### src/logic/plcd_consts.svh
`ifndef PLCD_CONSTS_SVH
`define PLCD_CONSTS_SVH

// Register byte addresses (low eight address bits)
`define PLCD_ADDR_LOCK 8'h00
`define PLCD_ADDR_TUNE 8'h04
`define PLCD_ADDR_PEAK 8'h08
`define PLCD_ADDR_FILT 8'h0c
`define PLCD_ADDR_SYNTH 8'h10
`define PLCD_ADDR_RES_A 8'h14
`define PLCD_ADDR_RES_B 8'h18
`define PLCD_ADDR_MANCH 8'h1c

// Reset values
`define PLCD_RST_LOCK 8'h00
`define PLCD_RST_TUNE 8'h05
`define PLCD_RST_PEAK 8'h96
`define PLCD_RST_FILT 8'h67

// Field positions
`define PLCD_LOCK_SEL_HI 7
`define PLCD_LOCK_SEL_LO 4
`define PLCD_LOCK_ACC 3
`define PLCD_LOCK_LEN 2
`define PLCD_TUNE_START 7
`define PLCD_TUNE_DUAL 6
`define PLCD_TUNE_WAIT 5
`define PLCD_TUNE_CUR 4
`define PLCD_TUNE_DONE 3
`define PLCD_PEAK_EN 7
`define PLCD_FILT_LIM_HI 7
`define PLCD_FILT_LIM_LO 5
`define PLCD_FILT_HOLD 4
`define PLCD_FILT_MAN 3
`define PLCD_FILT_SET_HI 2
`define PLCD_FILT_SET_LO 1
`define PLCD_FILT_RSTN 0

// Lock pin source codes
`define PLCD_PIN_CHP 4'h0
`define PLCD_PIN_SUST 4'h1
`define PLCD_PIN_MOM 4'h2
`define PLCD_PIN_ALH 4'h3
`define PLCD_PIN_ALL 4'h4
`define PLCD_PIN_DONE 4'h5
`define PLCD_PIN_IF 4'h6
`define PLCD_PIN_REF 4'h7
`define PLCD_PIN_PA 4'h8
`define PLCD_PIN_VIOL 4'h9
`define PLCD_PIN_LNA 4'ha
`define PLCD_PIN_UND0 4'hb
`define PLCD_PIN_UND1 4'hc
`define PLCD_PIN_AVG 4'hd
`define PLCD_PIN_NDIV 4'he
`define PLCD_PIN_FCMP 4'hf

// Lock detector thresholds and window lengths (last window index)
`define PLCD_LOCK_SET_FINE 7'h7f
`define PLCD_LOCK_REL_FINE 7'h6f
`define PLCD_LOCK_SET_COARSE 7'h1f
`define PLCD_LOCK_REL_COARSE 7'h0f
`define PLCD_WIN_SHORT 3'h3
`define PLCD_WIN_LONG 3'h7

// Manchester quality
`define PLCD_MQ_MAX 4'he

// Settling times in baud
`define PLCD_SETTLE_0 7'h0b
`define PLCD_SETTLE_1 7'h16
`define PLCD_SETTLE_2 7'h2b
`define PLCD_SETTLE_3 7'h56

// Timing
`define PLCD_CLK_NS 10
`define PLCD_CAL_HALF_WAIT_NS 2000
`define PLCD_CAL_HALF_WAIT_CYC \
  ((`PLCD_CAL_HALF_WAIT_NS + `PLCD_CLK_NS - 1) / `PLCD_CLK_NS)

// AXI responses
`define PLCD_RESP_OKAY 2'h0
`define PLCD_RESP_SLVERR 2'h2

`endif

### src/logic/plcd_pkg.sv
package plcd_pkg;

  typedef struct packed {
    logic pre_clk;
    logic phase_err;
    logic cal_cmp;
    logic alarm_high;
    logic alarm_low;
    logic charge_pump_output_pin;
    logic if_out;
    logic ref_div_out;
    logic n_div_out;
    logic f_comp;
    logic external_pa_enable;
    logic external_lna_enable;
  } plcd_pins_type;

  typedef struct packed {
    logic demod_reset_n;
    logic peak_remover_enable;
    logic [6:0] peak_threshold;
    logic [6:0] settle_baud;
    logic avg_filter_locked_out;
  } plcd_demod_type;

  typedef enum logic [3:0] {
    CAL_IDLE = 4'b0001,
    CAL_SET = 4'b0010,
    CAL_WAIT = 4'b0100,
    CAL_DECIDE = 4'b1000
  } plcd_cal_state_type;

endpackage

### src/logic/plcd_top.sv
`timescale 1ns/10ps
// What this block does
// - Lock pin shows the source picked by the 4-bit select; codes 1011, 1100 give 0.
// - Fine threshold: lock declared at count 127, released at count 111.
// - Coarse threshold: lock declared at count 31, released at count 15.
// - Lock window is 4 prescaler cycles, or 8 with the length bit set.
// - Momentary and sustained lock flags read back in bits one and zero.
// - A zero-to-one write of the trigger bit starts calibration.
// - Result stored in both sets when store-both set, else in selected set.
// - Wait bit picks full (doubled) wait when 1, half wait when 0.
// - Current bit doubles calibration current when 1.
// - Tuning done bit, bit three, is set when calibration finishes.
// - DAC iteration start is field code plus one; reset code is 101.
// - Peak remover enable bit, reset to enabled.
// - Seven-bit peak threshold field, reset 0010110.
// - Bit quality is rated 0 to 14; 14 perfect, 0 constant level.
// - Violation flag when quality below limit k; limit 000 never flags.
// - Filter hold bit locks the filter, only in manual mode.
// - Filter mode bit: 0 automatic lock, 1 follows the hold bit.
// - Settling code selects 11, 22, 43 or 86 baud; reset 86.
// - Active-low demodulator reset bit, reset to 1; writing 0 holds reset.
// - Tuning high and low alarm status bits read back.
`include "plcd_consts.svh"
module plcd_top
  import plcd_pkg::*;
(
  // Clock and reset
  input wire logic aclk,
  input wire logic aresetn,
  // AXI4-Lite write
  input wire logic [31:0] awaddr,
  input wire logic awvalid,
  output logic awready,
  input wire logic [31:0] wdata,
  input wire logic [3:0] wstrb,
  input wire logic wvalid,
  output logic wready,
  output logic [1:0] bresp,
  output logic bvalid,
  input wire logic bready,
  // AXI4-Lite read
  input wire logic [31:0] araddr,
  input wire logic arvalid,
  output logic arready,
  output logic [31:0] rdata,
  output logic [1:0] rresp,
  output logic rvalid,
  input wire logic rready,
  // Analog and divider pins, asynchronous
  input wire plcd_pins_type pins_async,
  // Demodulator side, same clock
  input wire logic [3:0] mq_value,
  input wire logic mq_valid,
  input wire logic auto_avg_lock,
  input wire logic freq_set_b,
  // Outputs
  output logic lock_pin,
  output logic cal_current_double,
  output logic [7:0] cal_dac,
  output logic manchester_violation,
  output plcd_demod_type demod
);

  function automatic logic [6:0] lock_thr(input logic coarse, input logic release_thr);
    if (coarse)
      lock_thr = release_thr ? `PLCD_LOCK_REL_COARSE : `PLCD_LOCK_SET_COARSE;
    else
      lock_thr = release_thr ? `PLCD_LOCK_REL_FINE : `PLCD_LOCK_SET_FINE;
  endfunction

  function automatic logic [6:0] settle_baud(input logic [1:0] code);
    case (code)
      2'h0: settle_baud = `PLCD_SETTLE_0;
      2'h1: settle_baud = `PLCD_SETTLE_1;
      2'h2: settle_baud = `PLCD_SETTLE_2;
      default: settle_baud = `PLCD_SETTLE_3;
    endcase
  endfunction

  // Pin synchroniser; stage one feeds only stage two
  plcd_pins_type pins_meta;
  plcd_pins_type pins;
  always_ff @(posedge aclk) begin
    if (!aresetn) begin
      pins_meta <= '0;
      pins <= '0;
    end else begin
      pins_meta <= pins_async;
      pins <= pins_meta;
    end
  end

  // Register storage
  logic [7:0] lock_ctl;
  logic [7:0] tune_ctl;
  logic [7:0] peak_ctl;
  logic [7:0] filt_ctl;
  logic [7:0] res_a;
  logic [7:0] res_b;
  logic [3:0] last_q;
  logic mom_lock;
  logic sust_lock;
  logic cal_done;

  // AXI write channel
  logic aw_hold;
  logic w_hold;
  logic [7:0] aw_addr;
  logic [7:0] w_byte;
  logic w_en;
  logic wr_fire;
  logic wr_mapped;
  logic start_pulse;

  assign wr_fire = aw_hold && w_hold && !bvalid;
  assign wr_mapped = (aw_addr == `PLCD_ADDR_LOCK) || (aw_addr == `PLCD_ADDR_TUNE) ||
                     (aw_addr == `PLCD_ADDR_PEAK) || (aw_addr == `PLCD_ADDR_FILT);
  assign start_pulse = wr_fire && w_en && (aw_addr == `PLCD_ADDR_TUNE) &&
                       w_byte[`PLCD_TUNE_START] && !tune_ctl[`PLCD_TUNE_START];

  always_ff @(posedge aclk) begin
    if (!aresetn) begin
      aw_hold <= 1'b0;
      w_hold <= 1'b0;
      aw_addr <= 8'h00;
      w_byte <= 8'h00;
      w_en <= 1'b0;
      awready <= 1'b0;
      wready <= 1'b0;
      bvalid <= 1'b0;
      bresp <= `PLCD_RESP_OKAY;
    end else begin
      if (awvalid && awready) begin
        aw_hold <= 1'b1;
        aw_addr <= awaddr[7:0] | {6'h00, awaddr[1:0]} | (|awaddr[31:8] ? 8'h01 : 8'h00);
        awready <= 1'b0;
      end
      if (wvalid && wready) begin
        w_hold <= 1'b1;
        w_byte <= wdata[7:0];
        w_en <= wstrb[0];
        wready <= 1'b0;
      end
      if (wr_fire) begin
        aw_hold <= 1'b0;
        w_hold <= 1'b0;
        bvalid <= 1'b1;
        bresp <= wr_mapped ? `PLCD_RESP_OKAY : `PLCD_RESP_SLVERR;
      end
      if (bvalid && bready) begin
        bvalid <= 1'b0;
        awready <= 1'b1;
        wready <= 1'b1;
      end
      if (!aw_hold && !w_hold && !bvalid && !awready && !wready) begin
        awready <= 1'b1;
        wready <= 1'b1;
      end
    end
  end

  // Register writes; status bits are not writable
  always_ff @(posedge aclk) begin
    if (!aresetn) begin
      lock_ctl <= `PLCD_RST_LOCK;
      tune_ctl <= `PLCD_RST_TUNE;
      peak_ctl <= `PLCD_RST_PEAK;
      filt_ctl <= `PLCD_RST_FILT;
    end else if (wr_fire && w_en) begin
      unique case (aw_addr)
        `PLCD_ADDR_LOCK: lock_ctl <= {w_byte[7:2], 2'h0};
        `PLCD_ADDR_TUNE: tune_ctl <= {w_byte[7:4], 1'b0, w_byte[2:0]};
        `PLCD_ADDR_PEAK: peak_ctl <= w_byte;
        `PLCD_ADDR_FILT: filt_ctl <= w_byte;
        default: ;
      endcase
    end
  end

  // AXI read channel
  logic [31:0] next_rdata;
  logic rd_mapped;
  always_comb begin
    next_rdata = 32'h0000_0000;
    rd_mapped = 1'b1;
    if (|araddr[31:8] || |araddr[1:0]) begin
      rd_mapped = 1'b0;
    end else begin
      unique case (araddr[7:0])
        `PLCD_ADDR_LOCK: next_rdata[7:0] = {lock_ctl[7:2], mom_lock, sust_lock};
        `PLCD_ADDR_TUNE: next_rdata[7:0] = {tune_ctl[7:4], cal_done, tune_ctl[2:0]};
        `PLCD_ADDR_PEAK: next_rdata[7:0] = peak_ctl;
        `PLCD_ADDR_FILT: next_rdata[7:0] = filt_ctl;
        `PLCD_ADDR_SYNTH: next_rdata[7:0] = {6'h00, pins.alarm_high, pins.alarm_low};
        `PLCD_ADDR_RES_A: next_rdata[7:0] = res_a;
        `PLCD_ADDR_RES_B: next_rdata[7:0] = res_b;
        `PLCD_ADDR_MANCH: next_rdata[7:0] = {3'h0, manchester_violation, last_q};
        default: rd_mapped = 1'b0;
      endcase
    end
  end

  always_ff @(posedge aclk) begin
    if (!aresetn) begin
      arready <= 1'b0;
      rvalid <= 1'b0;
      rdata <= 32'h0000_0000;
      rresp <= `PLCD_RESP_OKAY;
    end else if (arvalid && arready) begin
      arready <= 1'b0;
      rvalid <= 1'b1;
      rdata <= next_rdata;
      rresp <= rd_mapped ? `PLCD_RESP_OKAY : `PLCD_RESP_SLVERR;
    end else if (rvalid && rready) begin
      rvalid <= 1'b0;
      arready <= 1'b1;
    end else if (!rvalid) begin
      arready <= 1'b1;
    end
  end

  // Lock detector, stepped by prescaler clock edges seen through the synchroniser
  logic pre_last;
  logic pre_tick;
  logic [2:0] win_cnt;
  logic win_bad;
  logic [6:0] lock_cnt;
  logic win_end;
  logic [6:0] next_lock_cnt;
  logic coarse;

  assign pre_tick = pins.pre_clk && !pre_last;
  assign coarse = lock_ctl[`PLCD_LOCK_ACC];
  assign win_end = pre_tick && (win_cnt == (lock_ctl[`PLCD_LOCK_LEN] ?
                   `PLCD_WIN_LONG : `PLCD_WIN_SHORT));

  always_comb begin
    next_lock_cnt = lock_cnt;
    if (win_end) begin
      if (!win_bad && !pins.phase_err) begin
        if (lock_cnt < lock_thr(coarse, 1'b0))
          next_lock_cnt = lock_cnt + 7'h01;
      end else if (lock_cnt != 7'h00) begin
        next_lock_cnt = lock_cnt - 7'h01;
      end
    end
  end

  always_ff @(posedge aclk) begin
    if (!aresetn) begin
      pre_last <= 1'b0;
      win_cnt <= 3'h0;
      win_bad <= 1'b0;
      lock_cnt <= 7'h00;
      mom_lock <= 1'b0;
      sust_lock <= 1'b0;
    end else begin
      pre_last <= pins.pre_clk;
      lock_cnt <= next_lock_cnt;
      if (win_end) begin
        win_cnt <= 3'h0;
        win_bad <= 1'b0;
        mom_lock <= !win_bad && !pins.phase_err;
      end else if (pre_tick) begin
        win_cnt <= win_cnt + 3'h1;
        win_bad <= win_bad | pins.phase_err;
      end
      if (next_lock_cnt >= lock_thr(coarse, 1'b0))
        sust_lock <= 1'b1;
      else if (next_lock_cnt <= lock_thr(coarse, 1'b1))
        sust_lock <= 1'b0;
    end
  end

  AST_LOCK_SET: assert property (@(posedge aclk) disable iff (!aresetn)
    $rose(sust_lock) |-> lock_cnt >= lock_thr(coarse, 1'b0))
    else $error("Lock declared below threshold");
  AST_LOCK_REL: assert property (@(posedge aclk) disable iff (!aresetn)
    $fell(sust_lock) |-> lock_cnt <= lock_thr(coarse, 1'b1))
    else $error("Lock released above threshold");
  AST_WINDOW: assert property (@(posedge aclk) disable iff (!aresetn)
    win_end && !lock_ctl[`PLCD_LOCK_LEN] |-> win_cnt == 3'h3)
    else $error("Short lock window not four edges");

  // Calibration sequencer, successive approximation on the tuning DAC
  plcd_cal_state_type cal_state;
  logic [2:0] bit_idx;
  logic [3:0] iter_left;
  logic [9:0] wait_cnt;

  always_ff @(posedge aclk) begin
    if (!aresetn) begin
      cal_state <= CAL_IDLE;
      bit_idx <= 3'h0;
      iter_left <= 4'h0;
      wait_cnt <= 10'h000;
      cal_dac <= 8'h00;
      cal_done <= 1'b0;
      res_a <= 8'h00;
      res_b <= 8'h00;
    end else begin
      unique case (cal_state)
        CAL_IDLE: begin
          if (start_pulse) begin
            cal_done <= 1'b0;
            cal_dac <= 8'h00;
            // Take the code written with the trigger, not the one stored before it
            bit_idx <= w_byte[2:0];
            iter_left <= {1'b0, w_byte[2:0]} + 4'h1;
            cal_state <= CAL_SET;
          end
        end
        CAL_SET: begin
          cal_dac[bit_idx] <= 1'b1;
          // Half wait, or the full doubled wait
          wait_cnt <= tune_ctl[`PLCD_TUNE_WAIT] ? 10'(2 * `PLCD_CAL_HALF_WAIT_CYC - 1) :
                      10'(`PLCD_CAL_HALF_WAIT_CYC - 1);
          cal_state <= CAL_WAIT;
        end
        CAL_WAIT: begin
          if (wait_cnt == 10'h000)
            cal_state <= CAL_DECIDE;
          else
            wait_cnt <= wait_cnt - 10'h001;
        end
        CAL_DECIDE: begin
          if (!pins.cal_cmp)
            cal_dac[bit_idx] <= 1'b0;
          iter_left <= iter_left - 4'h1;
          bit_idx <= bit_idx - 3'h1;
          if (iter_left == 4'h1) begin
            cal_done <= 1'b1;
            cal_state <= CAL_IDLE;
            if (tune_ctl[`PLCD_TUNE_DUAL] || !freq_set_b) begin
              res_a <= pins.cal_cmp ? cal_dac : cal_dac & ~(8'h01 << bit_idx);
            end
            if (tune_ctl[`PLCD_TUNE_DUAL] || freq_set_b) begin
              res_b <= pins.cal_cmp ? cal_dac : cal_dac & ~(8'h01 << bit_idx);
            end
          end else begin
            cal_state <= CAL_SET;
          end
        end
        default: cal_state <= CAL_IDLE;
      endcase
    end
  end

  always_ff @(posedge aclk) begin
    if (!aresetn)
      cal_current_double <= 1'b0;
    else
      cal_current_double <= tune_ctl[`PLCD_TUNE_CUR];
  end

  AST_CAL_START: assert property (@(posedge aclk) disable iff (!aresetn)
    start_pulse && cal_state == CAL_IDLE |=> !cal_done && cal_state == CAL_SET)
    else $error("Calibration trigger not taken");
  AST_CAL_ITER: assert property (@(posedge aclk) disable iff (!aresetn)
    start_pulse && cal_state == CAL_IDLE |=> iter_left == {1'b0, $past(w_byte[2:0])} + 4'h1)
    else $error("Iteration start not code plus one");
  AST_CAL_WAIT: assert property (@(posedge aclk) disable iff (!aresetn)
    cal_state == CAL_SET && !tune_ctl[`PLCD_TUNE_WAIT] |=> wait_cnt == 10'd199)
    else $error("Half calibration wait wrong");

  // Manchester violation detector and averaging filter
  logic [3:0] q_clamped;
  logic [2:0] limit;
  assign q_clamped = (mq_value > `PLCD_MQ_MAX) ? `PLCD_MQ_MAX : mq_value;
  assign limit = filt_ctl[`PLCD_FILT_LIM_HI:`PLCD_FILT_LIM_LO];

  always_ff @(posedge aclk) begin
    if (!aresetn || !filt_ctl[`PLCD_FILT_RSTN]) begin
      manchester_violation <= 1'b0;
      last_q <= 4'h0;
    end else if (mq_valid) begin
      last_q <= q_clamped;
      manchester_violation <= (limit != 3'h0) && (q_clamped < {1'b0, limit});
    end
  end

  always_ff @(posedge aclk) begin
    if (!aresetn) begin
      demod <= '0;
    end else begin
      demod.demod_reset_n <= filt_ctl[`PLCD_FILT_RSTN];
      demod.peak_remover_enable <= peak_ctl[`PLCD_PEAK_EN];
      demod.peak_threshold <= peak_ctl[6:0];
      demod.settle_baud <= settle_baud(filt_ctl[`PLCD_FILT_SET_HI:`PLCD_FILT_SET_LO]);
      if (!filt_ctl[`PLCD_FILT_RSTN])
        demod.avg_filter_locked_out <= 1'b0;
      else if (filt_ctl[`PLCD_FILT_MAN])
        demod.avg_filter_locked_out <= filt_ctl[`PLCD_FILT_HOLD];
      else
        demod.avg_filter_locked_out <= auto_avg_lock;
    end
  end

  AST_VIOL_OFF: assert property (@(posedge aclk) disable iff (!aresetn)
    mq_valid && limit == 3'h0 |=> !manchester_violation)
    else $error("Violation flagged with limit zero");
  AST_VIOL_SET: assert property (@(posedge aclk) disable iff (!aresetn)
    mq_valid && filt_ctl[0] && mq_value == 4'h0 && limit != 3'h0 |=> manchester_violation)
    else $error("Constant level not flagged");
  AST_AVG_MANUAL: assert property (@(posedge aclk) disable iff (!aresetn)
    filt_ctl[`PLCD_FILT_MAN] && filt_ctl[0] |=>
      demod.avg_filter_locked_out == $past(filt_ctl[`PLCD_FILT_HOLD]))
    else $error("Manual filter lock not following hold bit");

  // Lock pin selector
  always_ff @(posedge aclk) begin
    if (!aresetn) begin
      lock_pin <= 1'b0;
    end else begin
      unique case (lock_ctl[`PLCD_LOCK_SEL_HI:`PLCD_LOCK_SEL_LO])
        `PLCD_PIN_CHP: lock_pin <= pins.charge_pump_output_pin;
        `PLCD_PIN_SUST: lock_pin <= sust_lock;
        `PLCD_PIN_MOM: lock_pin <= mom_lock;
        `PLCD_PIN_ALH: lock_pin <= pins.alarm_high;
        `PLCD_PIN_ALL: lock_pin <= pins.alarm_low;
        `PLCD_PIN_DONE: lock_pin <= cal_done;
        `PLCD_PIN_IF: lock_pin <= pins.if_out;
        `PLCD_PIN_REF: lock_pin <= pins.ref_div_out;
        `PLCD_PIN_PA: lock_pin <= pins.external_pa_enable;
        `PLCD_PIN_VIOL: lock_pin <= manchester_violation;
        `PLCD_PIN_LNA: lock_pin <= pins.external_lna_enable;
        `PLCD_PIN_UND0: lock_pin <= 1'b0;
        `PLCD_PIN_UND1: lock_pin <= 1'b0;
        `PLCD_PIN_AVG: lock_pin <= demod.avg_filter_locked_out;
        `PLCD_PIN_NDIV: lock_pin <= pins.n_div_out;
        `PLCD_PIN_FCMP: lock_pin <= pins.f_comp;
      endcase
    end
  end

  AST_PIN_UNDEF: assert property (@(posedge aclk) disable iff (!aresetn)
    lock_ctl[7:4] == 4'hb || lock_ctl[7:4] == 4'hc |=> !lock_pin)
    else $error("Undefined pin code drives high");
  AST_PIN_SUST: assert property (@(posedge aclk) disable iff (!aresetn)
    lock_ctl[7:4] == 4'h1 |=> lock_pin == $past(sust_lock))
    else $error("Lock pin not showing sustained lock");

endmodule

### config.mk
export PLATFORM = sky130hd
export DESIGN_NAME = plcd_top
export DESIGN_NICKNAME = d
export VERILOG_FILES = /design/src/logic/plcd_pkg.sv /design/src/logic/plcd_top.sv
export VERILOG_INCLUDE_DIRS = /design/src /design/src/logic
export SDC_FILE = /design/constraint.sdc
export NUM_CORES = 1
export LEC_CHECK = 0
export BUFFER_PORTS_ARGS = -buffer_cell sky130_fd_sc_hd__buf_4
export CAP_MARGIN = 5
export CELL_PAD_IN_SITES_DETAIL_PLACEMENT = 1
export CELL_PAD_IN_SITES_GLOBAL_PLACEMENT = 1
export CORE_ASPECT_RATIO = 1.25
export CORE_MARGIN = 2
export CORE_UTILIZATION = 39
export CTS_CLUSTER_DIAMETER = 200
export DETAILED_ROUTE_END_ITERATION = 16
export PLACE_DENSITY = 0.76
export SYNTH_ARGS = -nofsm -noshare
export SYNTH_HDL_FRONTEND = slang
export SYNTH_SLANG_ARGS = --single-unit
### constraint.sdc
create_clock -name aclk -period 2.85 [get_ports aclk]
set_input_delay 0.285 -clock aclk [delete_from_list [all_inputs] [get_ports aclk]]
set_output_delay 0.285 -clock aclk [all_outputs]
set_load 0.02 [all_outputs]
---- Word-level counts from Yosys, hierarchy flattened ----
Index checks and enable logic that the tools add are counted.
Widths: inputs -> output; s select.
cells by class
  add/sub/neg operators ................... 7
  $mul .................................... 0
  div/mod/pow operators ................... 0
  order comparisons ....................... 7
  eq/ne operators ......................... 39
  shifts and indexed selects .............. 1
  multiplexer cells ....................... 55
  bitwise logic cells ..................... 9
  reduce and logical (&&, ||, !) cells .... 74
operator list
  operator            number
  $mux 7              11
  $pmux 8 s8          1
  $reduce_or 24->1    2
  $eq 4x4->1 const B  9
  $eq 8x4->1 const B  4
  $eq 8x5->1 const B  4
  $mux 8              4
  $pmux 8 s3          1
  $pmux 7 s3          1
  $eq 4x3->1 const B  5
  $logic_and 1x1->1   20
  $pmux 10 s2         1
  $mux 1              19
  $and 8x8->8         2
  $eq 8x3->1 const B  2
  $logic_not 8->1     2
  $mux 4              4
  $not 8->8           2
  $pmux 4 s4          1
  $reduce_and 2->1    8
  $pmux 1 s15         1
  $eq 4x1->1 const B  3
  $eq 4x2->1 const B  3
  $logic_not 1->1     12
  other kinds (43)    70
storage, ports and cells
  flip-flop bits (word level) ............. 173
  bits in latches ......................... 0
  RAM bits ................................ 0
  bits in read-only memories .............. 0
  input port bits ......................... 126
  output and inout port bits .............. 69
  memories kept ........................... 0

---- Longest topological paths before layout ----
Gate-level depths: netlist (run 1).
  depth in word-level cells ............... 14
  gate-level depth with buffers ........... 11
  gate-level depth less buffers ........... 11

---- Worst setup path after synthesis (run 1) ----
OpenSTA, ideal clock, no wires.
  kind .................................... flip-flop to flip-flop
  from .................................... register lock_cnt[6]
  to ...................................... register sust_lock
  setup time .............................. 0.120 ns
  arrival time ............................ 2.241 ns
  data required time ...................... 2.730 ns
  path slack .............................. 0.489 ns
  cell stages (with the launch flop) ...... 12
  clock period less this slack ............ 2.361 ns
  cell sequence ........................... dfxtp_1 ha_1 a21oi_1 nand2_1 nor3_1 o21ai_0 a21bo_2 ha_1 a21oi_1 nor2_1 a31oi_1 a21oi_2
on the way
  cells in the longest elaborated chain, start to end .. 6
RTL lines
  what                                         line                              text
  start: declaration                           plcd_top.sv:227                   logic [6:0] lock_cnt;
  start signal: assignment                     plcd_top.sv:259                   lock_cnt <= next_lock_cnt;
  $sub 7x1->7 (tied with other cells)          plcd_top.sv:244                   next_lock_cnt = lock_cnt - 7'h01;
  $mux 7, on equally long branches             plcd_top.sv:243, plcd_top.sv:241
  $mux 7                                       plcd_top.sv:240                   if (!win_bad && !pins.phase_err) begin
  $mux 7 (*)                                   plcd_top.sv:239                   if (win_end) begin
  net next_lock_cnt[6]                         plcd_top.sv:229                   logic [6:0] next_lock_cnt;
  $ge 7x7->1 or $le 7x7->1 (tied branches)     plcd_top.sv:268, plcd_top.sv:270
  $mux 1 or $reduce_bool 2->1 (tied branches)  -
  end signal: assignment                       plcd_top.sv:256                   sust_lock <= 1'b0;
  end signal: assignment                       plcd_top.sv:269                   sust_lock <= 1'b1;
  end signal: assignment                       plcd_top.sv:271                   sust_lock <= 1'b0;
  end: declaration                             plcd_top.sv:102                   logic sust_lock;
The timed path passes the listed nets; every way through them passes the cells marked *.
A chain may end at the register's enable or synchronous reset.

---- Final worst setup path (run 1) ----
Ends and elaborated chain as after synthesis.

==> impl_metrics.ini, run 1 <==
[grt]
grt_pass1_wl_um = 35600
overflow = 0
grt_pass1_vias = 6952
antenna_found_initial = 0
grt_max_degree = 46
track_usage = 0.216

[logic_synthesis]
netlist_area_um2 = 7720
ys_types = 76
synth_flop_cell = dfxtp_1
synth-seq-area-share = 0.438
synth_cells = 900
synth-edff-count = 0
syn_avg_cell_area_um2 = 8.58
async_flop_share = 0
synthAdderAreaFrac = 0.0308
synth-simple-area-share = 0.255
synth_area_leaders = dfxtp_1 44%, nand2_1 6.3%, mux2i_1 5.1%
synth_top_family_by_area = simple AND/OR/NAND/NOR gates
synth_mux_area_frac = 0.0709
synth_top_area_frac = 0.438
ys_seq_elements = 169
synth_common_cells = 169 x dfxtp_1, 129 x nand2_1, 93 x nor2_1, 65 x a21oi_1, 48 x and2_1
yosysWarnings = 0
synth_area_leader_cell = dfxtp_1
synthMostInstantiatedCell = dfxtp_1
synth-compound-area-share = 0.134
synth_xor_xnor_area_share = 0.0113

[clock_network]
clk_pin_slew_worst_paths_ns = 0.06
cts_tree = done
root_buffer = clkbuf_16
ctsHoldBuffers = 0
clk_latency_ns = 0.43
cts_max_level = 4
cts_buffers = 17
cts.sinks = 169
cts_max_path_buffers = 2

[critical_path]
worstPathRequired_ns = 3.16
worstSetupPathType = reg2reg
critPathCaptureType = flip-flop
r2r-end = sust_lock
r2r_setup_slack_ns = 0.25
worst_setup_path_start_kind = flip-flop
rr_startpoint = lock_cnt[6]
critPathArrivalTime_ns = 2.91
reg2reg_depth = 11
crit_fanout = 5

[power]
power_density_nw_per_um2 = 535
power.internal_mw = 3.84
switching_share = 0.242
fin_total_pwr_mw = 5.06
power_frac_comb = 0.085
ir_worst_vdd_uv = 417
seqPwrFrac = 0.492
p_leak_nw = 3.87
p_switching_mw = 1.22
clock_power_share = 0.423

[detailed_routing]
dr.pass1.iters = 5
dr_total_vias = 6766
drc = 0
dr.first_iter.drc_count = 230
drtAntennaViolNets = 0
finalWirelength_um = 22100
wl_per_cell_um = 16.9
vias_per_cell = 5.18

[cells_and_area]
areaGrowthSynthToFinish_pct = 22.4
final_cells = 1305
final_nets = 1173
fillers = 2325
n_antenna_cell = 0
drive_gt1_frac = 0.208

[timing]
min_period_ns = 2.60
timing_hold_violations_final = 0
finalSetupTns_ns = 0
fin_skew_ns = 0.00778
max_freq_ghz = 0.385
report.final.slew_viol_count = 0
grt_setup_unrepaired = false
hold_slack_ns = 0.0656
finalCritPeriodShare = 0.911
setup_viol = 0
worst_slew_pin_slew_ns = 1.05
maxSlewHeadroom = 0.295

[hold_path]
hold_class = in2reg
hp-start = pins_async[8]
worstHoldPathCells = 2
min_to = pins_meta[8]

[floorplan]
rows = 57
die_w_um = 130
start_util = 0.397
coreArea_um2 = 19500
dieArea_um2 = 21000
ios = 195
die_height_um = 161

[flow_run]
maxCapViolations = 0

[status]
outcome = completed

[place]
dp_hpwl_um = 16300
io_buffers = 141
gp_congestion = 0.877
place_inst = 1274
metrics by stage:
step	instance area, um^2	util	setup WS [ns]
floorplan	7820	-	0.489
detailed placement	8920	0.458	0.311
finish	9460	0.486	0.252
global route	9460	0.486	0.0475
CTS	9450	0.485	0.185
global placement	8920	0.458	0.413
layout make-up:
cell class                      instances  area [um^2]  area share
Multi-Input combinational cell        668         3980       0.421
Clock inverter                          8         73.8     0.00781
Timing Repair Buffer                  156         1170       0.124
Tap cell                              265          332      0.0351
Inverter                               16         60.1     0.00635
Clock buffer                           23          458      0.0484
Sequential cell                       169         3380       0.358
sequential cells by signal, summed over array words and instances, names as in the netlist, 7 cells and up:
register   count
lock_cnt       7
pins          12
filt_ctl       8
w_byte         8
res_b          8
aw_addr        8
rdata          8
res_a          8
peak_ctl       8
demod         15
wait_cnt      10
cal_dac        8
tune_ctl       7
pins_meta     12
kinds of logic (layout without fill, tap and decap cells):
kind of cell               Yosys count  after routing
DFF                                169            169
buffers and inverters               88            203
and+or+nand+nor                    396            396
adders and majority gates           19             19
xor gates and xnor gates            10             10
AOI/OAI and AO/OA                  168            168
other                                1             26
muxes                               49             49
worst max-delay path, stage by stage (launching register included):
cell	delay [ns]
dfxtp_1	0.46
ha_1	0.30
a21oi_1	0.20
nand2_1	0.15
nor3_2	0.22
o21ai_0	0.14
a21bo_2	0.26
ha_1	0.29
a21oi_1	0.16
nor2_1	0.08
a31oi_1	0.20
a21oi_2	0.04
how the worst max path moves through the flow:
stage                      to         from  cells after the start  slack, ns
CTS                 sust_lock  lock_cnt[6]                     11       0.19
global route        sust_lock  lock_cnt[6]                     11       0.05
floorplan           sust_lock  lock_cnt[6]                     11       0.49
global placement    sust_lock  lock_cnt[6]                     11       0.41
detailed placement  sust_lock  lock_cnt[6]                     11       0.31
finish              sust_lock  lock_cnt[6]                     11       0.25
power by group through the flow:
stage               sequential, mW  combinational (mW)  clock (mW)
finish                        2.49               0.430        2.14
global route                  2.50               0.471        2.27
CTS                           2.49               0.434        2.17
detailed placement            2.54               0.431           0
global placement              2.54               0.424           0
floorplan                     2.54               0.246           0
per-layer routing:
layer  GRT usage  wire length (um)
met4      0.0914               639
met5           0                 0
met3      0.0311               653
met1       0.251              9140
met2       0.391             11700
placed cells by master, fill, tap and decap left out, types with 4 or more instances in the layout:
master	count
a211oi_1	7
a21oi_1	65
a22oi_1	6
a31oi_1	9
and2_1	48
and3_1	5
buf_4	156
clkbuf_1	5
clkbuf_16	17
clkinv_2	4
conb_1	26
dfxtp_1	169
ha_1	19
inv_1	15
mux2_2	6
mux2i_1	39
mux4_2	4
nand2_1	129
nand2b_1	14
nand3_1	21
nand3b_1	11
nand4_1	7
nor2_1	93
nor2b_1	4
nor3_1	21
nor4_1	17
o21ai_0	42
o21ai_1	5
xnor2_1	5
xor2_1	5
timing repair:
action / 4_1_cts / 5_1_grt
gates resized for setup: 0 / 1
buffers inserted: 0 / 0
setup endpoints to repair: 0 / 1
Note: power is estimated with default switching activity, not from simulation.
==> run 2, diff against run 1 <==
--- a/config.mk
+++ b/config.mk
@@ -15,7 +15,7 @@
 export CORE_UTILIZATION = 39
 export CTS_CLUSTER_DIAMETER = 200
 export DETAILED_ROUTE_END_ITERATION = 16
-export PLACE_DENSITY = 0.76
+export PLACE_DENSITY = 0.8
 export SYNTH_ARGS = -nofsm -noshare
 export SYNTH_HDL_FRONTEND = slang
 export SYNTH_SLANG_ARGS = --single-unit
==> run 2 against run 1 <==
Via count increased by 0.12%. Flip-flop and latch count unchanged. Sequential share of layout area shrank 0.26 points.
==> impl_metrics.ini, run 2 (same netlist as run 1, synthesis figures left out) <==
[cells_and_area]
layout_commonest_cell = dfxtp_1
layout_common_cells = 169 x dfxtp_1, 155 x buf_4, 129 x nand2_1
design_area_um2 = 9530
reg_top3 = demod: 15 flops, pins: 12 flops, pins_meta: 12 flops
fillers = 2355
top_register = demod
n_antenna_cell = 0
largest_reg_flops = 15
drive_gt1_frac = 0.210
areaGrowthSynthToFinish_pct = 23.3
final_nets = 1172

[timing]
finalSetupTns_ns = 0
setup_viol = 0
timing_hold_violations_final = 0
max_freq_ghz = 0.393
worst_slew_pin_slew_ns = 1.12
fin_skew_ns = 0.00997
report.final.slew_viol_count = 0
maxSlewHeadroom = 0.251
min_period_ns = 2.55
finalCritPeriodShare = 0.894
grt_setup_unrepaired = false
hold_slack_ns = 0.0539

[hold_path]
hold_class = in2reg

[clock_network]
cts_max_path_buffers = 2
postCtsResizedCells = 0
cts.sinks = 169
ctsHoldBuffers = 0
root_buffer = clkbuf_16
clk_pin_slew_worst_paths_ns = 0.07
cts_tree = done
cts_max_level = 4
cts_buffers = 17
post_cts_buffers = 0
clk_latency_ns = 0.44

[power]
ir_worst_vdd_uv = 429
fin_total_pwr_mw = 5.32
p_leak_nw = 3.90
power_density_nw_per_um2 = 559

[critical_path]
critPathArrivalTime_ns = 2.87
critPathCaptureType = flip-flop
worstSetupPathType = reg2reg
crit_fanout = 6
worstPathRequired_ns = 3.17
worst_setup_path_start_kind = flip-flop

[detailed_routing]
finalWirelength_um = 22300
drc = 0
vias_per_cell = 5.19
dr_total_vias = 6774
drtAntennaViolNets = 0
dr.first_iter.drc_count = 393
wl_per_cell_um = 17.1
dr.pass1.iters = 4

[place]
io_buffers = 141
post_dp_cell_area_um2 = 8910
dp_hpwl_um = 16300
gp_congestion = 0.814

[floorplan]
ios = 195
die_height_um = 161
dieArea_um2 = 21000
coreArea_um2 = 19500
die_w_um = 130
start_util = 0.397
rows = 57

[status]
outcome = completed

[grt]
grt_pass1_vias = 7037
antenna_found_initial = 0
track_usage = 0.217
grt_pass1_wl_um = 35700
grt_max_degree = 52
overflow = 0

[flow_run]
maxCapViolations = 0
-- run 2: changes by cell type in the layout (fill, tap and decap cells not counted) --
cell	change
nor3_2	-1
clkinv_2	-4
buf_4	-1
inv_6	+2
clkbuf_1	-3
clkinv_4	+4
nor3_1	+1
bufinv_16	+2
-- run 2: area by class of cell --
cell class	instances	area, um^2	area share
Tap cell	265	332	0.0348
Sequential cell	169	3380	0.355
Clock buffer	20	447	0.0469
Timing Repair Buffer	155	1160	0.122
Multi-Input combinational cell	668	3970	0.417
Inverter	16	60.1	0.00631
Clock inverter	12	166	0.0175
-- run 2: final timing paths --
kind | endpoint | from | cells after the start | slack [ns]
max | sust_lock | lock_ctl[3] | 11 | 0.30
min | pins_meta[7] | pins_async[7] | 2 | 0.05
max reg2reg | sust_lock | lock_ctl[3] | 11 | 0.30
min reg2reg | pins[7] | pins_meta[7] | 1 | 0.43
-- run 2: power breakdown --
part           internal [mW]  switching (mW)  leakage, nW
clock                   1.41           0.987        0.291
sequential              2.43          0.0651         1.37
combinational          0.193           0.234         2.24
total                   4.03            1.29         3.90
-- run 2: worst max-delay path: stages, from the launching register on --
cell     delay (ns)
dfxtp_1        0.46
ha_1           0.30
a21oi_1        0.18
nand2_1        0.14
nor3_1         0.23
o21ai_0        0.13
a21bo_2        0.24
ha_1           0.30
a21oi_1        0.16
nor2_1         0.08
a31oi_1        0.19
a21oi_2        0.04
-- run 2: routing by layer --
metal / global-route usage / routed length [um] / vias to the layer above
li1: - / - / 3319
met1: 0.240 / 8870 / 3300
met2: 0.413 / 12200 / 127
met4: 0.0704 / 429 / 0
met5: 0 / 0 / -
met3: 0.0381 / 721 / 28
-- run 2: through the flow --
step | worst slack [ns] | cells | util
2_1_floorplan | 0.489 | 925 | -
3_3_place_gp | 0.413 | 1273 | 0.458
3_5_place_dp | 0.358 | 1273 | 0.458
4_1_cts | 0.312 | 1305 | 0.489
5_1_grt | 0.0871 | 1305 | 0.489
6_report | 0.303 | 1305 | 0.489
==> run 3, diff against run 2 <==
--- a/config.mk
+++ b/config.mk
@@ -7,7 +7,7 @@
 export NUM_CORES = 1
 export LEC_CHECK = 0
 export BUFFER_PORTS_ARGS = -buffer_cell sky130_fd_sc_hd__buf_4
-export CAP_MARGIN = 5
+export CAP_MARGIN = 20
 export CELL_PAD_IN_SITES_DETAIL_PLACEMENT = 1
 export CELL_PAD_IN_SITES_GLOBAL_PLACEMENT = 1
 export CORE_ASPECT_RATIO = 1.25
@@ -15,6 +15,7 @@
 export CORE_UTILIZATION = 39
 export CTS_CLUSTER_DIAMETER = 200
 export DETAILED_ROUTE_END_ITERATION = 16
+export MAX_ROUTING_LAYER = met4
 export PLACE_DENSITY = 0.8
 export SYNTH_ARGS = -nofsm -noshare
 export SYNTH_HDL_FRONTEND = slang
==> run 3 against run 2 <==
Total power about the same. Count of clock-buffer cells in the layout unchanged. Clock power about the same. Clock skew decreased by 0.0015 ns. Sequential power about the same. Global-route usage increased by 0.61 points. Die area unchanged. Register-to-register slack about the same. Wire length decreased by 0.11%. Fmax decreased by 0.41%. Utilization increased by 0.077 points. Largest cell class unchanged. Largest power group unchanged.
==> impl_metrics.ini, run 3 (same netlist as run 1, synthesis figures left out) <==
[critical_path]
critPathArrivalTime_ns = 2.88
crit_fanout = 6
critPathCaptureType = flip-flop
cp_slowest_cell = dfxtp_1
crit_path_max_incr_delay_ns = 0.46
worst_setup_path_start_kind = flip-flop
crit_chain = ha_1 > a21oi_1 > nand2_1 > nor3_1 > o21ai_0 > a21bo_2 > ha_1 > a21oi_1 > nor2_1 > a31oi_1 > a21oi_2
worstSetupPathType = reg2reg
crit_family = compound AO/OA/AOI/OAI gates
critPathBufInv = 0
worstPathRequired_ns = 3.17

[floorplan]
start_util = 0.397
coreArea_um2 = 19500
dieArea_um2 = 21000
rows = 57
die_height_um = 161
die_w_um = 130
ios = 195

[clock_network]
cts_tree = done
ctsHoldBuffers = 0
cts_buffers = 17
post_cts_buffers = 0
cts_max_path_buffers = 2
cts.sinks = 169
clk_pin_slew_worst_paths_ns = 0.07
clk_latency_ns = 0.44
root_buffer = clkbuf_16
cts_max_level = 4
postCtsResizedCells = 0

[timing]
report.final.slew_viol_count = 0
max_freq_ghz = 0.391
finalCritPeriodShare = 0.897
grt_setup_unrepaired = false
maxSlewHeadroom = 0.606
worst_slew_pin_slew_ns = 0.590
min_period_ns = 2.56
finalSetupTns_ns = 0
fin_skew_ns = 0.00843
hold_slack_ns = 0.0534
setup_viol = 0
timing_hold_violations_final = 0

[grt]
use_met1 = 0.240
overflow = 0
track_usage = 0.223
grt_max_degree = 52
top_usage_layer = met2
grt_use_met3 = 0.0411
grt_pass1_vias = 7041
met2_usage = 0.411
antenna_found_initial = 0
grt_pass1_wl_um = 35600

[power]
ir_worst_vdd_uv = 429
power_density_nw_per_um2 = 558
p_leak_nw = 3.91

[cells_and_area]
final_nets = 1174
n_antenna_cell = 0
layout_common_cells = 169 x dfxtp_1, 157 x buf_4, 129 x nand2_1
largest_reg_flops = 15
top_register = demod
layout_commonest_cell = dfxtp_1
reg_top3 = demod: 15 flops, pins: 12 flops, pins_meta: 12 flops
fillers = 2356
areaGrowthSynthToFinish_pct = 23.5
drive_gt1_frac = 0.211

[detailed_routing]
drc = 0
finalWirelength_um = 22200
dr_total_vias = 6778
wl_per_cell_um = 17.0
dr.pass1.iters = 4
drtAntennaViolNets = 0
dr.first_iter.drc_count = 411
vias_per_cell = 5.19

[place]
gp_congestion = 0.826
dp_hpwl_um = 16300
io_buffers = 141

[status]
outcome = completed

[hold_path]
hold_class = in2reg

[flow_run]
maxCapViolations = 0
==> run 3: cell type report <==
cell class	count	area, um^2	share of cell area
multi-input cells	668	3970	0.417
inverters	16	60.1	0.00630
clock inverters	12	166	0.0174
repair buffers	157	1180	0.124
clock buffers	20	447	0.0468
well taps	265	332	0.0348
flip-flops and latches	169	3380	0.355
==> run 3: report_power, final <==
part | switching [mW] | internal (mW) | total, mW
registers | 0.0657 | 2.43 | 2.49
logic | 0.234 | 0.193 | 0.427
clock network | 0.987 | 1.41 | 2.40
total | 1.29 | 4.03 | 5.32
==> run 3: metrics by stage <==
stage                     cells  setup WS (ns)  power, mW  utilization  instance area, um^2
after floorplan             925          0.489       2.79            -                 7820
after global placement     1273          0.413       2.96        0.458                 8910
after detailed placement   1273          0.358       2.97        0.458                 8910
after CTS                  1305          0.312       5.36        0.489                 9530
after global routing       1307         0.0871       5.51        0.490                 9540
final                      1307          0.293       5.32        0.490                 9540
==> run 3: metal layers <==
layer / vias to the layer above / wire (um)
met5: - / 0
met4: 0 / 416
met3: 29 / 701
met2: 122 / 12200
met1: 3305 / 8890
li1: 3322 / -
==> run 3: worst paths after layout <==
kind	start	end	slack, ns	cells after the start
max	lock_ctl[3]	sust_lock	0.29	11
min	pins_async[7]	pins_meta[7]	0.05	2
max reg2reg	lock_ctl[3]	sust_lock	0.29	11
min reg2reg	pins_meta[7]	pins[7]	0.43	1
